File: config.mk
export PLATFORM = sky130hd
export DESIGN_NAME = lor_regs
export DESIGN_NICKNAME = d
export VERILOG_FILES = /design/src/include/lor_pkg.sv /design/src/include/lor_status_if.sv /design/src/logic/lor_status_capture.sv /design/src/logic/lor_regs.sv
export SDC_FILE = /design/constraint.sdc
export NUM_CORES = 1
export LEC_CHECK = 0
export BUFFER_PORTS_ARGS = -buffer_cell sky130_fd_sc_hd__buf_2
export CAP_MARGIN = 20
export CORE_MARGIN = 2
export CORE_UTILIZATION = 51
export CTS_BUF_LIST = sky130_fd_sc_hd__clkbuf_2 sky130_fd_sc_hd__clkbuf_4 sky130_fd_sc_hd__clkbuf_8
export DETAILED_ROUTE_END_ITERATION = 10
export PLACE_DENSITY = 0.92
export SYNTH_ARGS = -nofsm -noshare
export SYNTH_HDL_FRONTEND = slang
export SYNTH_HIERARCHICAL = 1
export SYNTH_SLANG_ARGS = --single-unit
File: constraint.sdc
create_clock -name clk -period 1.8 [get_ports clk]
set_input_delay 0.27 -clock clk [delete_from_list [all_inputs] [get_ports clk]]
set_output_delay 0.27 -clock clk [all_outputs]
set_load 0.02 [all_outputs]
File: src/include/lor_pkg.sv
package lor_pkg;
    // Printed offsets are not all multiples of four: they are indices, byte address = 4 * index
    localparam logic [9:0]  IDX_AUX_CTRL      = 10'h1ba;
    localparam logic [9:0]  IDX_CHAN_CTRL     = 10'h1bb;
    localparam logic [9:0]  IDX_LOCK_RB       = 10'h22c;
    localparam logic [9:0]  IDX_HOLD_RB       = 10'h22d;
    localparam logic [9:0]  IDX_IRQ_STATUS    = 10'h240;
    localparam logic [9:0]  IDX_IRQ_MASK      = 10'h241;
    localparam int          ADDR_W            = 12;

    localparam int          AUX_SEL_HI        = 7;
    localparam int          AUX_SEL_LO        = 5;
    localparam int          AUX_WEAK_BIT      = 4;
    localparam int          AUX_DIV_HI        = 3;
    localparam int          CHAN_PD_BIT       = 7;
    localparam int          CHAN_SEL_HI       = 6;
    localparam int          CHAN_SEL_LO       = 4;
    localparam int          CHAN_VCXO_HI      = 3;

    localparam logic [7:0]  AUX_CTRL_RESET    = 8'h01;
    localparam logic [7:0]  CHAN_CTRL_RESET   = 8'h00;
    localparam logic [3:0]  DIV_BY1           = 4'h0;
    localparam logic [3:0]  DIV_BY2           = 4'h1;
    localparam logic [3:0]  DIV_BY4           = 4'h2;
    localparam logic [3:0]  DIV_BY8           = 4'h4;
    localparam logic [3:0]  DIV_BY16          = 4'h8;

    // Interrupt events: 0 holdover entered, 1 first-loop lock lost,
    // 2 second-loop lock lost, 3 calibration done, 4 illegal divider code written
    localparam int          IRQ_W             = 5;
    localparam logic [1:0]  RESP_OKAY         = 2'b00;
    localparam logic [1:0]  RESP_SLVERR       = 2'b10;

    typedef enum logic [1:0] {
        LOR_VCO_DIV_ONE,
        LOR_VCO_DIV_TWO
    } lor_src_t;

    function automatic logic lor_div_legal(input logic [3:0] code);
        return (code == DIV_BY1) || (code == DIV_BY2) || (code == DIV_BY4) ||
               (code == DIV_BY8) || (code == DIV_BY16);
    endfunction : lor_div_legal
endpackage : lor_pkg

File: src/include/lor_status_if.sv
interface lor_status_if;
    logic [7:0] lockRaw;
    logic [7:0] holdRaw;
    logic [7:0] lockSync;
    logic [7:0] holdSync;
    modport capture (input lockRaw, input holdRaw, output lockSync, output holdSync);
    modport user    (output lockRaw, output holdRaw, input lockSync, input holdSync);
endinterface : lor_status_if

File: src/logic/lor_status_capture.sv
module lor_status_capture
    import lor_pkg::*;
(
    input wire logic         clk,
    input wire logic         rst_n,
    lor_status_if.capture    st
);
    logic [7:0] lockReg;
    logic [7:0] lockNext;
    logic [7:0] holdReg;
    logic [7:0] holdNext;

    // Registered snapshot so a read sees a stable byte
    always_comb begin
        lockNext = st.lockRaw;
        holdNext = st.holdRaw;
    end

    always_ff @(posedge clk) begin
        if (!rst_n) begin
            lockReg <= 8'h00;
            holdReg <= 8'h00;
        end else begin
            lockReg <= lockNext;
            holdReg <= holdNext;
        end
    end

    assign st.lockSync = lockReg;
    assign st.holdSync = holdReg;
endmodule : lor_status_capture

File: src/logic/lor_regs.sv
// Notes on behaviour
// - Aux control bits 7,6,5 pick divider one (0) or two (1) for channels 6,5,4.
// - Channel control bits 6,5,4 pick divider one (0) or two (1) for channels 9,8,7.
// - Aux control bit 4 set gives weak CMOS drive on the aux output, clear gives strong.
// - Aux control bits 3:0 are a divider code, 0000 (divide by 1) or one-hot, 0001 (divide by 2) after reset.
// - Channel control bit 7 powers down the aux output driver.
// - Channel control bits 3:0 route the VCXO clock (1) or VCO divider clock (0) to channels 3:0.
// - Lock readback bits 7:2 show presence of each monitored clock.
// - Holdover readback bit 3 is high while holdover is active.
// - Holdover readback bit 2 shows the automatically chosen reference, 1 secondary.
// - Holdover readback bit 0 is high while a VCO calibration runs.
//
// Decided for this implementation: the AXI4-Lite slave port.
module lor_regs
    import lor_pkg::*;
(
    input  wire logic              clk,
    input  wire logic              rst_n,
    input  wire logic [ADDR_W-1:0] s_axi_awaddr,
    input  wire logic              s_axi_awvalid,
    output logic                   s_axi_awready,
    input  wire logic [31:0]       s_axi_wdata,
    input  wire logic [3:0]        s_axi_wstrb,
    input  wire logic              s_axi_wvalid,
    output logic                   s_axi_wready,
    output logic [1:0]             s_axi_bresp,
    output logic                   s_axi_bvalid,
    input  wire logic              s_axi_bready,
    input  wire logic [ADDR_W-1:0] s_axi_araddr,
    input  wire logic              s_axi_arvalid,
    output logic                   s_axi_arready,
    output logic [31:0]            s_axi_rdata,
    output logic [1:0]             s_axi_rresp,
    output logic                   s_axi_rvalid,
    input  wire logic              s_axi_rready,
    input  wire logic              secondaryRefPresent,
    input  wire logic              primaryRefPresent,
    input  wire logic              secondLoopRefPresent,
    input  wire logic              secondLoopFbPresent,
    input  wire logic              vcxoPresent,
    input  wire logic              testRefPresent,
    input  wire logic              firstLoopLocked,
    input  wire logic              secondLoopLocked,
    input  wire logic              autoRefSecondary,
    input  wire logic              vcoCalBusy,
    output logic [5:0]             vcoDividerChannelChoice,
    output logic                   firstLoopAuxOutputWeak,
    output logic [3:0]             firstLoopAuxOutputDivider,
    output logic                   firstLoopAuxOutputPowerDown,
    output logic [3:0]             vcxoToChannel,
    output logic                   irq
);
    lor_status_if st ();

    logic [7:0]        auxReg;
    logic [7:0]        auxNext;
    logic [7:0]        chanReg;
    logic [7:0]        chanNext;
    logic [IRQ_W-1:0]  irqStatReg;
    logic [IRQ_W-1:0]  irqStatNext;
    logic [IRQ_W-1:0]  irqMaskReg;
    logic [IRQ_W-1:0]  irqMaskNext;
    logic [7:0]        lockPrevReg;
    logic [7:0]        lockPrevNext;
    logic [7:0]        holdPrevReg;
    logic [7:0]        holdPrevNext;

    logic              awHeldReg;
    logic              awHeldNext;
    logic [ADDR_W-1:0] awAddrReg;
    logic [ADDR_W-1:0] awAddrNext;
    logic              wHeldReg;
    logic              wHeldNext;
    logic [31:0]       wDataReg;
    logic [31:0]       wDataNext;
    logic [3:0]        wStrbReg;
    logic [3:0]        wStrbNext;
    logic              bValidReg;
    logic              bValidNext;
    logic [1:0]        bRespReg;
    logic [1:0]        bRespNext;
    logic              rValidReg;
    logic              rValidNext;
    logic [31:0]       rDataReg;
    logic [31:0]       rDataNext;
    logic [1:0]        rRespReg;
    logic [1:0]        rRespNext;

    logic              doWrite;
    logic [9:0]        wIdx;
    logic [IRQ_W-1:0]  events;

    lor_status_capture u_capture (
        .clk   (clk),
        .rst_n (rst_n),
        .st    (st)
    );

    assign st.lockRaw = {secondLoopRefPresent, secondLoopFbPresent, vcxoPresent,
                         testRefPresent, secondaryRefPresent, primaryRefPresent,
                         secondLoopLocked, firstLoopLocked};
    assign st.holdRaw = {4'h0, ~(primaryRefPresent | secondaryRefPresent),
                         autoRefSecondary, 1'b0, vcoCalBusy};

    function automatic logic [9:0] lor_index(input logic [ADDR_W-1:0] addr);
        return addr[ADDR_W-1:2];
    endfunction : lor_index

    function automatic logic lor_mapped(input logic [9:0] idx);
        return (idx == IDX_AUX_CTRL) || (idx == IDX_CHAN_CTRL) || (idx == IDX_LOCK_RB) ||
               (idx == IDX_HOLD_RB) || (idx == IDX_IRQ_STATUS) || (idx == IDX_IRQ_MASK);
    endfunction : lor_mapped

    // Address and data may arrive in either order; one write in flight at a time
    assign s_axi_awready = !awHeldReg && !bValidReg;
    assign s_axi_wready  = !wHeldReg && !bValidReg;
    assign s_axi_arready = !rValidReg;
    assign doWrite       = awHeldReg && wHeldReg && !bValidReg;
    assign wIdx          = lor_index(awAddrReg);

    always_comb begin
        awHeldNext = awHeldReg;
        awAddrNext = awAddrReg;
        wHeldNext  = wHeldReg;
        wDataNext  = wDataReg;
        wStrbNext  = wStrbReg;
        bValidNext = bValidReg;
        bRespNext  = bRespReg;
        if (s_axi_awvalid && s_axi_awready) begin
            awHeldNext = 1'b1;
            awAddrNext = s_axi_awaddr;
        end
        if (s_axi_wvalid && s_axi_wready) begin
            wHeldNext = 1'b1;
            wDataNext = s_axi_wdata;
            wStrbNext = s_axi_wstrb;
        end
        if (doWrite) begin
            awHeldNext = 1'b0;
            wHeldNext  = 1'b0;
            bValidNext = 1'b1;
            bRespNext  = lor_mapped(wIdx) ? RESP_OKAY : RESP_SLVERR;
        end else if (bValidReg && s_axi_bready) begin
            bValidNext = 1'b0;
        end
    end

    // Events 3:0 come from edges of the registered status snapshot, event 4 from an illegal divider code write
    always_comb begin
        events       = '0;
        events[0]    = st.holdSync[3] & ~holdPrevReg[3];
        events[1]    = ~st.lockSync[0] & lockPrevReg[0];
        events[2]    = ~st.lockSync[1] & lockPrevReg[1];
        events[3]    = ~st.holdSync[0] & holdPrevReg[0];
        lockPrevNext = st.lockSync;
        holdPrevNext = st.holdSync;
        auxNext      = auxReg;
        chanNext     = chanReg;
        irqMaskNext  = irqMaskReg;
        irqStatNext  = irqStatReg;
        if (doWrite && wStrbReg[0]) begin
            unique case (wIdx)
                IDX_AUX_CTRL: begin
                    // Illegal divider code keeps the old divider; guards the output
                    auxNext[AUX_SEL_HI:AUX_WEAK_BIT] = wDataReg[AUX_SEL_HI:AUX_WEAK_BIT];
                    if (lor_div_legal(wDataReg[AUX_DIV_HI:0])) begin
                        auxNext[AUX_DIV_HI:0] = wDataReg[AUX_DIV_HI:0];
                    end else begin
                        events[4] = 1'b1;
                    end
                end
                IDX_CHAN_CTRL:  chanNext    = wDataReg[7:0];
                IDX_IRQ_STATUS: irqStatNext = irqStatReg & ~wDataReg[IRQ_W-1:0];
                IDX_IRQ_MASK:   irqMaskNext = wDataReg[IRQ_W-1:0];
                default: begin
                end
            endcase
        end
        // Set wins over a same-cycle clear
        irqStatNext = irqStatNext | events;
    end

    always_comb begin
        rValidNext = rValidReg;
        rDataNext  = rDataReg;
        rRespNext  = rRespReg;
        if (s_axi_arvalid && s_axi_arready) begin
            rValidNext = 1'b1;
            rRespNext  = RESP_OKAY;
            unique case (lor_index(s_axi_araddr))
                IDX_AUX_CTRL:   rDataNext = {24'h000000, auxReg};
                IDX_CHAN_CTRL:  rDataNext = {24'h000000, chanReg};
                IDX_LOCK_RB:    rDataNext = {24'h000000, st.lockSync};
                IDX_HOLD_RB:    rDataNext = {24'h000000, st.holdSync};
                IDX_IRQ_STATUS: rDataNext = {27'h0000000, irqStatReg};
                IDX_IRQ_MASK:   rDataNext = {27'h0000000, irqMaskReg};
                default: begin
                    rDataNext = 32'h00000000;
                    rRespNext = RESP_SLVERR;
                end
            endcase
        end else if (rValidReg && s_axi_rready) begin
            rValidNext = 1'b0;
        end
    end

    always_ff @(posedge clk) begin
        if (!rst_n) begin
            auxReg      <= AUX_CTRL_RESET;
            chanReg     <= CHAN_CTRL_RESET;
            irqStatReg  <= '0;
            irqMaskReg  <= '0;
            lockPrevReg <= 8'h00;
            holdPrevReg <= 8'h00;
            awHeldReg   <= 1'b0;
            awAddrReg   <= '0;
            wHeldReg    <= 1'b0;
            wDataReg    <= 32'h00000000;
            wStrbReg    <= 4'h0;
            bValidReg   <= 1'b0;
            bRespReg    <= RESP_OKAY;
            rValidReg   <= 1'b0;
            rDataReg    <= 32'h00000000;
            rRespReg    <= RESP_OKAY;
        end else begin
            auxReg      <= auxNext;
            chanReg     <= chanNext;
            irqStatReg  <= irqStatNext;
            irqMaskReg  <= irqMaskNext;
            lockPrevReg <= lockPrevNext;
            holdPrevReg <= holdPrevNext;
            awHeldReg   <= awHeldNext;
            awAddrReg   <= awAddrNext;
            wHeldReg    <= wHeldNext;
            wDataReg    <= wDataNext;
            wStrbReg    <= wStrbNext;
            bValidReg   <= bValidNext;
            bRespReg    <= bRespNext;
            rValidReg   <= rValidNext;
            rDataReg    <= rDataNext;
            rRespReg    <= rRespNext;
        end
    end

    assign s_axi_bvalid = bValidReg;
    assign s_axi_bresp  = bRespReg;
    assign s_axi_rvalid = rValidReg;
    assign s_axi_rdata  = rDataReg;
    assign s_axi_rresp  = rRespReg;

    // Channel order 9..4 high to low, 1 means divider two
    assign vcoDividerChannelChoice     = {chanReg[CHAN_SEL_HI:CHAN_SEL_LO],
                                          auxReg[AUX_SEL_HI:AUX_SEL_LO]};
    assign firstLoopAuxOutputWeak      = auxReg[AUX_WEAK_BIT];
    assign firstLoopAuxOutputDivider   = auxReg[AUX_DIV_HI:0];
    assign firstLoopAuxOutputPowerDown = chanReg[CHAN_PD_BIT];
    assign vcxoToChannel               = chanReg[CHAN_VCXO_HI:0];
    assign irq                         = |(irqStatReg & irqMaskReg);
endmodule : lor_regs

==> impl_metrics.toml, run 1 <==
[floorplan]
pin_count = 135
row_count = 30
fp.dieH_um = 87.9
die_x_um = 87.9
core-area_um2 = 6790
dieArea_um2 = 7730
start_util_pct = 52.9

[power]
p_clk_share_pct = 43.4
power.density_nw_per_um2 = 929
swShare_pct = 23.4
seq_power_share_pct = 47.2
p_int_mw = 3.03
max-vdd-ir-drop_mv = 0.532
p_total_mw = 3.96
pwr-share-comb_pct = 9.4
p_sw_uw = 928
p_leak_nw = 1.82

[sta]
fmax_mhz = 621
fin_skew_ps = 6.59
setup_violations = 0
fin_crit_ps = 1610
setup_tns_ps = 0
post-route-period-util_pct = 89.4
setup_ws_ps = 191
rsz0062_at_grt = "false"
hold_violations = 0
maxSlewViolCount = 0
hold_slack_ps = 128

[worst_setup_path]
start_kind = "register"
cp_max_fo = 3
worstPathArrival_ps = 1340
worstSetupPathType = "reg2out"
crit_required_ps = 1530
endpoint_kind = "primary output"

[placement]
dp.cells = 563
dp_slack_ps = 165
gp_congestion = 0.842
placed_area_um2 = 4000
dp_hpwl_mm = 5.96
portBuffers = 77

[finish]
n_antenna_cell = 0
finish.utilization_pct = 62.7
fin_cells = 579
fillers = 566
drive_gt1_share_pct = 25.3
finalNetCount = 555
area_delta_synth_final_pct = 18.7
final_area_um2 = 4260

[synth]
syn_area_um2 = 3590
syn_avg_cell_area_um2 = 9.07
synth_cells = 396
synth.area.top_cells = "dfxtp_1 (44%), mux2i_1 (10%), nand2_1 (7.0%)"
synth-seq-area-share_pct = 44.0
synth.area.mux_share_pct = 10.9
synth_top_cell_area_share_pct = 44.0
async_flop_share_pct = 0
synth-simple-area-share_pct = 23.0
synth_xor_area_share_pct = 0
synth_top_family_by_area = "simple AND/OR/NAND/NOR gates"
yosys.area.top_type = "dfxtp_1"
yosysMostFrequentCell = "dfxtp_1"
yosys.area_share.adder_pct = 0.279
yosys_warnings = 6
synth-edff-count = 0
ys_types = 51
yosys-top-cells-count = "dfxtp_1 (79), nand2_1 (67), mux2i_1 (37), a21oi_1 (34), buf_4 (29)"
synth-main-ff-cell = "dfxtp_1"
synth_compound_area_share_pct = 13.2
synth-seq-cells = 79

[grt]
grtUsageTotal_pct = 21.7
grt_pass1_vias = 2880
grt.overflow.total = 0
grt_pass1_wl_mm = 13.0
antenna_found_initial = 0
grt_max_degree = 26

[clock_tree]
htree_num_levels = 3
cts_hold_buffers = 0
cts_tree = "done"
clkTransAtPathRegs_ps = 80
cts_resized = 0
cts_buffers = 9
post-cts-setup-buffer-count = 0
cts_buffer_depth = 2
clk_latency_ps = 350
root_buffer = "clkbuf_8"
numClockSinks = 79

[routing]
drt_iter0_markers = 145
postRouteAntennaNets = 0
drt-vias-per-instance = 5.20
wirelength_mm = 7.94
drc = 0
num_vias = 3008
dr.pass1.iters = 4
post_drt_wl_per_cell_um = 13.7

[job]
max-cap-violations = 0

[min_path]
hold_class = "in2reg"

[status]
status = "completed"
==> logic make-up (layout without fill, tap and decap cells) <==
kind of cell / count (synthesis) / after routing
AO/OA/AOI/OAI: 77 / 77
adder cells (fa/ha/maj): 1 / 1
multiplexers: 39 / 39
AND/OR/NAND/NOR: 151 / 151
buffers and inverters: 48 / 105
flip-flops: 79 / 79
other: 1 / 31
==> power groups by stage <==
stage	Sequential, mW	Clock [mW]	Combinational [mW]
after floorplan	1.90	0	0.296
after global placement	1.90	0	0.360
after detailed placement	1.91	0	0.372
after CTS	1.87	1.73	0.373
after global routing	1.88	1.81	0.418
final	1.87	1.72	0.374
==> layout make-up <==
type / instances / area, µm² / share of cell area, %
Multi-Input combinational cell: 299 / 1820 / 42.7
Sequential cell: 79 / 1580 / 37.1
Timing Repair Buffer: 83 / 455 / 10.7
Clock inverter: 6 / 133 / 3.11
Clock buffer: 10 / 131 / 3.08
Tap cell: 96 / 120 / 2.82
Inverter: 6 / 22.5 / 0.528
==> sequential cells by signal, indices dropped and copies added, names as in the netlist, 2 cells and up <==
| signal | count |
|---|---|
| awAddrReg | 10 |
| auxReg | 8 |
| chanReg | 8 |
| s_axi_rdata | 8 |
| u_capture/st.holdSync | 8 |
| u_capture/st.lockSync | 8 |
| wDataReg | 8 |
| irqMaskReg | 5 |
| irqStatReg | 5 |
| holdPrevReg | 2 |
| lockPrevReg | 2 |
==> routing by layer <==
layer | wire (µm) | GRT usage, % | share of wire (%) | vias up
met1 | 3200 | 24.3 | 40 | 1406
met3 | 526 | 7.35 | 6.6 | 16
met2 | 4020 | 36.7 | 51 | 100
met5 | 0 | 0 | 0 | -
li1 | - | - | - | 1486
met4 | 189 | 11.0 | 2.4 | 0
==> cell usage in the layout (no fill, tap or decap), types with 3 or more instances in the layout <==
cell type | netlist | routed
o22a_1 | 6 | 6
nor3b_1 | 3 | 3
and2_2 | 12 | 12
nand3_1 | 12 | 12
a21oi_1 | 34 | 34
buf_2 | 0 | 77
o21ai_1 | 3 | 3
o31a_1 | 4 | 4
buf_4 | 29 | 4
o31ai_1 | 4 | 4
o21ai_0 | 14 | 14
nand2b_1 | 3 | 3
mux2i_1 | 37 | 37
dfxtp_1 | 79 | 79
clkbuf_8 | 0 | 9
bufinv_16 | 0 | 4
nand2_1 | 67 | 67
inv_1 | 5 | 5
and2_1 | 12 | 12
nor2b_1 | 9 | 9
conb_1 | 1 | 31
nor2_1 | 11 | 11
==> worst max-delay path: stages, from the launching register on <==
cell and delay, ps:
dfxtp_1 320, a222oi_1 390, nand2_1 100, buf_2 170
==> worst paths after layout <==
path                       start                       end  slack, ps  cells after the start
max                irqStatReg[0]                       irq        190                      3
min          secondLoopFbPresent  u_capture/st.lockSync[6]        130                      2
max reg2reg         awAddrReg[5]                 auxReg[0]        190                      4
min reg2reg       s_axi_rdata[6]            s_axi_rdata[6]        450                      2
(Power assumes the default switching activity.)
==> run 2, diff against run 1 <==
Settings changed: CORE_ASPECT_RATIO set to 0.75.
==> run 2 against run 1 <==
Net effect: utilization shrank 1.8 points; critical path type is now reg2reg; largest power group unchanged; combinational power is 2% higher; clock power shrank 28%; maximum frequency decreased by 8.6%; critical path depth rose by 1; clock skew grew 2.5 ps; routed wire length is 12% higher.
==> impl_metrics.toml, run 2 (synthesis results as in run 1) <==
[finish]
drive_gt1_share_pct = 25.6
largest_reg_flops = 10
top_register = "awAddrReg"
final_cell_mix = "dfxtp_1 (79), buf_2 (77), nand2_1 (67), mux2i_1 (37), a21oi_1 (34)"
area_delta_synth_final_pct = 15.9
final_area_um2 = 4160
fin_cells = 569
finalNetCount = 557
n_antenna_cell = 0
layout_commonest_cell = "dfxtp_1"

[worst_setup_path]
rrSetupSlack_ps = 40
max_stage_delay_ps = 500
start_kind = "register"
crit_slowest_cell = "and4_1"
endpoint_kind = "register"
worst_r2r_path_depth = 4
cp_max_fo = 6
r2r_start = "awAddrReg[5]"
crit_start = "awAddrReg[5]"
crit_end = "auxReg[0]"
crit_required_ps = 2040
r2r_end = "auxReg[0]"
worstPathArrival_ps = 2000
worstSetupPathType = "reg2reg"
cp_cell_sequence = "nor4bb_1, and4_1, nand2_2, mux2i_1"

[grt]
antenna_found_initial = 0
grtUsageTotal_pct = 23.4
grt_pass1_wl_mm = 14.1
grt.overflow.total = 0
grt_max_degree = 28
grt_pass1_vias = 2976

[placement]
placed_area_um2 = 3970
dp.cells = 553
gp_congestion = 0.909
portBuffers = 77
dp_hpwl_mm = 6.57

[status]
status = "completed"

[routing]
dr.pass1.iters = 5
post_drt_wl_per_cell_um = 15.7
postRouteAntennaNets = 0
drc = 0
drt_iter0_markers = 220
wirelength_mm = 8.93
num_vias = 3188
drt-vias-per-instance = 5.60

[clock_tree]
post-cts-setup-buffer-count = 0
clk_latency_ps = 360
numClockSinks = 79
root_buffer = "clkbuf_8"
clkTransAtPathRegs_ps = 80
cts_tree = "done"
htree_num_levels = 3
cts_resized = 0
cts_hold_buffers = 0
cts_buffer_depth = 2
cts_buffers = 9

[sta]
post-route-period-util_pct = 97.8
fmax_mhz = 568
maxSlewViolCount = 0
fin_crit_ps = 1760
setup_violations = 0
setup_tns_ps = 0
rsz0062_at_grt = "false"
hold_violations = 0
fin_skew_ps = 9.06

[floorplan]
fp.dieH_um = 76.7
dieArea_um2 = 7740
core-area_um2 = 6830
die_x_um = 101
pin_count = 135
row_count = 26
start_util_pct = 52.6

[min_path]
hold_depth = 2
hold_class = "in2reg"

[power]
p_leak_nw = 1.79
max-vdd-ir-drop_mv = 0.358
power.density_nw_per_um2 = 840

[job]
max-cap-violations = 0
run 2: cell types whose count changed in the layout (fill, tap and decap cells not counted), sizes merged:
| cell | before | now |
|---|---|---|
| buf | 83 | 85 |
| bufinv | 4 | 0 |
| clkbuf | 10 | 14 |
| clkinv | 2 | 1 |
| clkinvlp | 1 | 2 |
run 2: report_power, final:
part           switching (mW)  internal (mW)
Clock                   0.618          0.623
Sequential             0.0582           1.81
Combinational           0.242          0.141
Total                   0.918           2.58
run 2: worst min path at each step:
stage | startpoint | to
4_1_cts | secondLoopLocked | u_capture/st.lockSync[1]
5_1_grt | secondLoopLocked | u_capture/st.lockSync[1]
3_5_place_dp | s_axi_rresp[1] | s_axi_rresp[1]
2_1_floorplan | secondLoopLocked | u_capture/st.lockSync[1]
3_3_place_gp | wStrbReg[0] | wStrbReg[0]
6_report | secondLoopLocked | u_capture/st.lockSync[1]
run 2: routing by layer:
| layer | global-route usage, % | routed length, µm |
|---|---|---|
| met5 | 0 | 0 |
| met4 | 8.24 | 163 |
| met3 | 7.02 | 755 |
| met2 | 38.7 | 4360 |
| met1 | 28.8 | 3640 |
run 2: critical path: cells and delay by family, from the launching register on:
family	cells	cell delay [ps]
AND/OR/NAND/NOR	3	1050
flip-flops	1	430
multiplexers	1	160
run 2: final cells by class:
cell class	count	area, µm²
flip-flops and latches	79	1580
well taps	84	105
inverters	6	22.5
fillers	566	2670
repair buffers	85	445
clock inverters	2	15.0
multi-input cells	299	1820
clock buffers	14	174
run 2: per-stage QoR:
step | utilization [%] | setup slack [ps] | hold slack, ps | power, mW
final | 60.9 | 39.4 | 119 | 3.50
after global routing | 60.9 | 19.5 | 113 | 3.61
after CTS | 60.9 | 98.5 | 107 | 3.50
after detailed placement | 58.2 | 128 | 460 | 2.28
after global placement | 58.2 | 248 | 439 | 2.26
after floorplan | - | 315 | 397 | 2.19
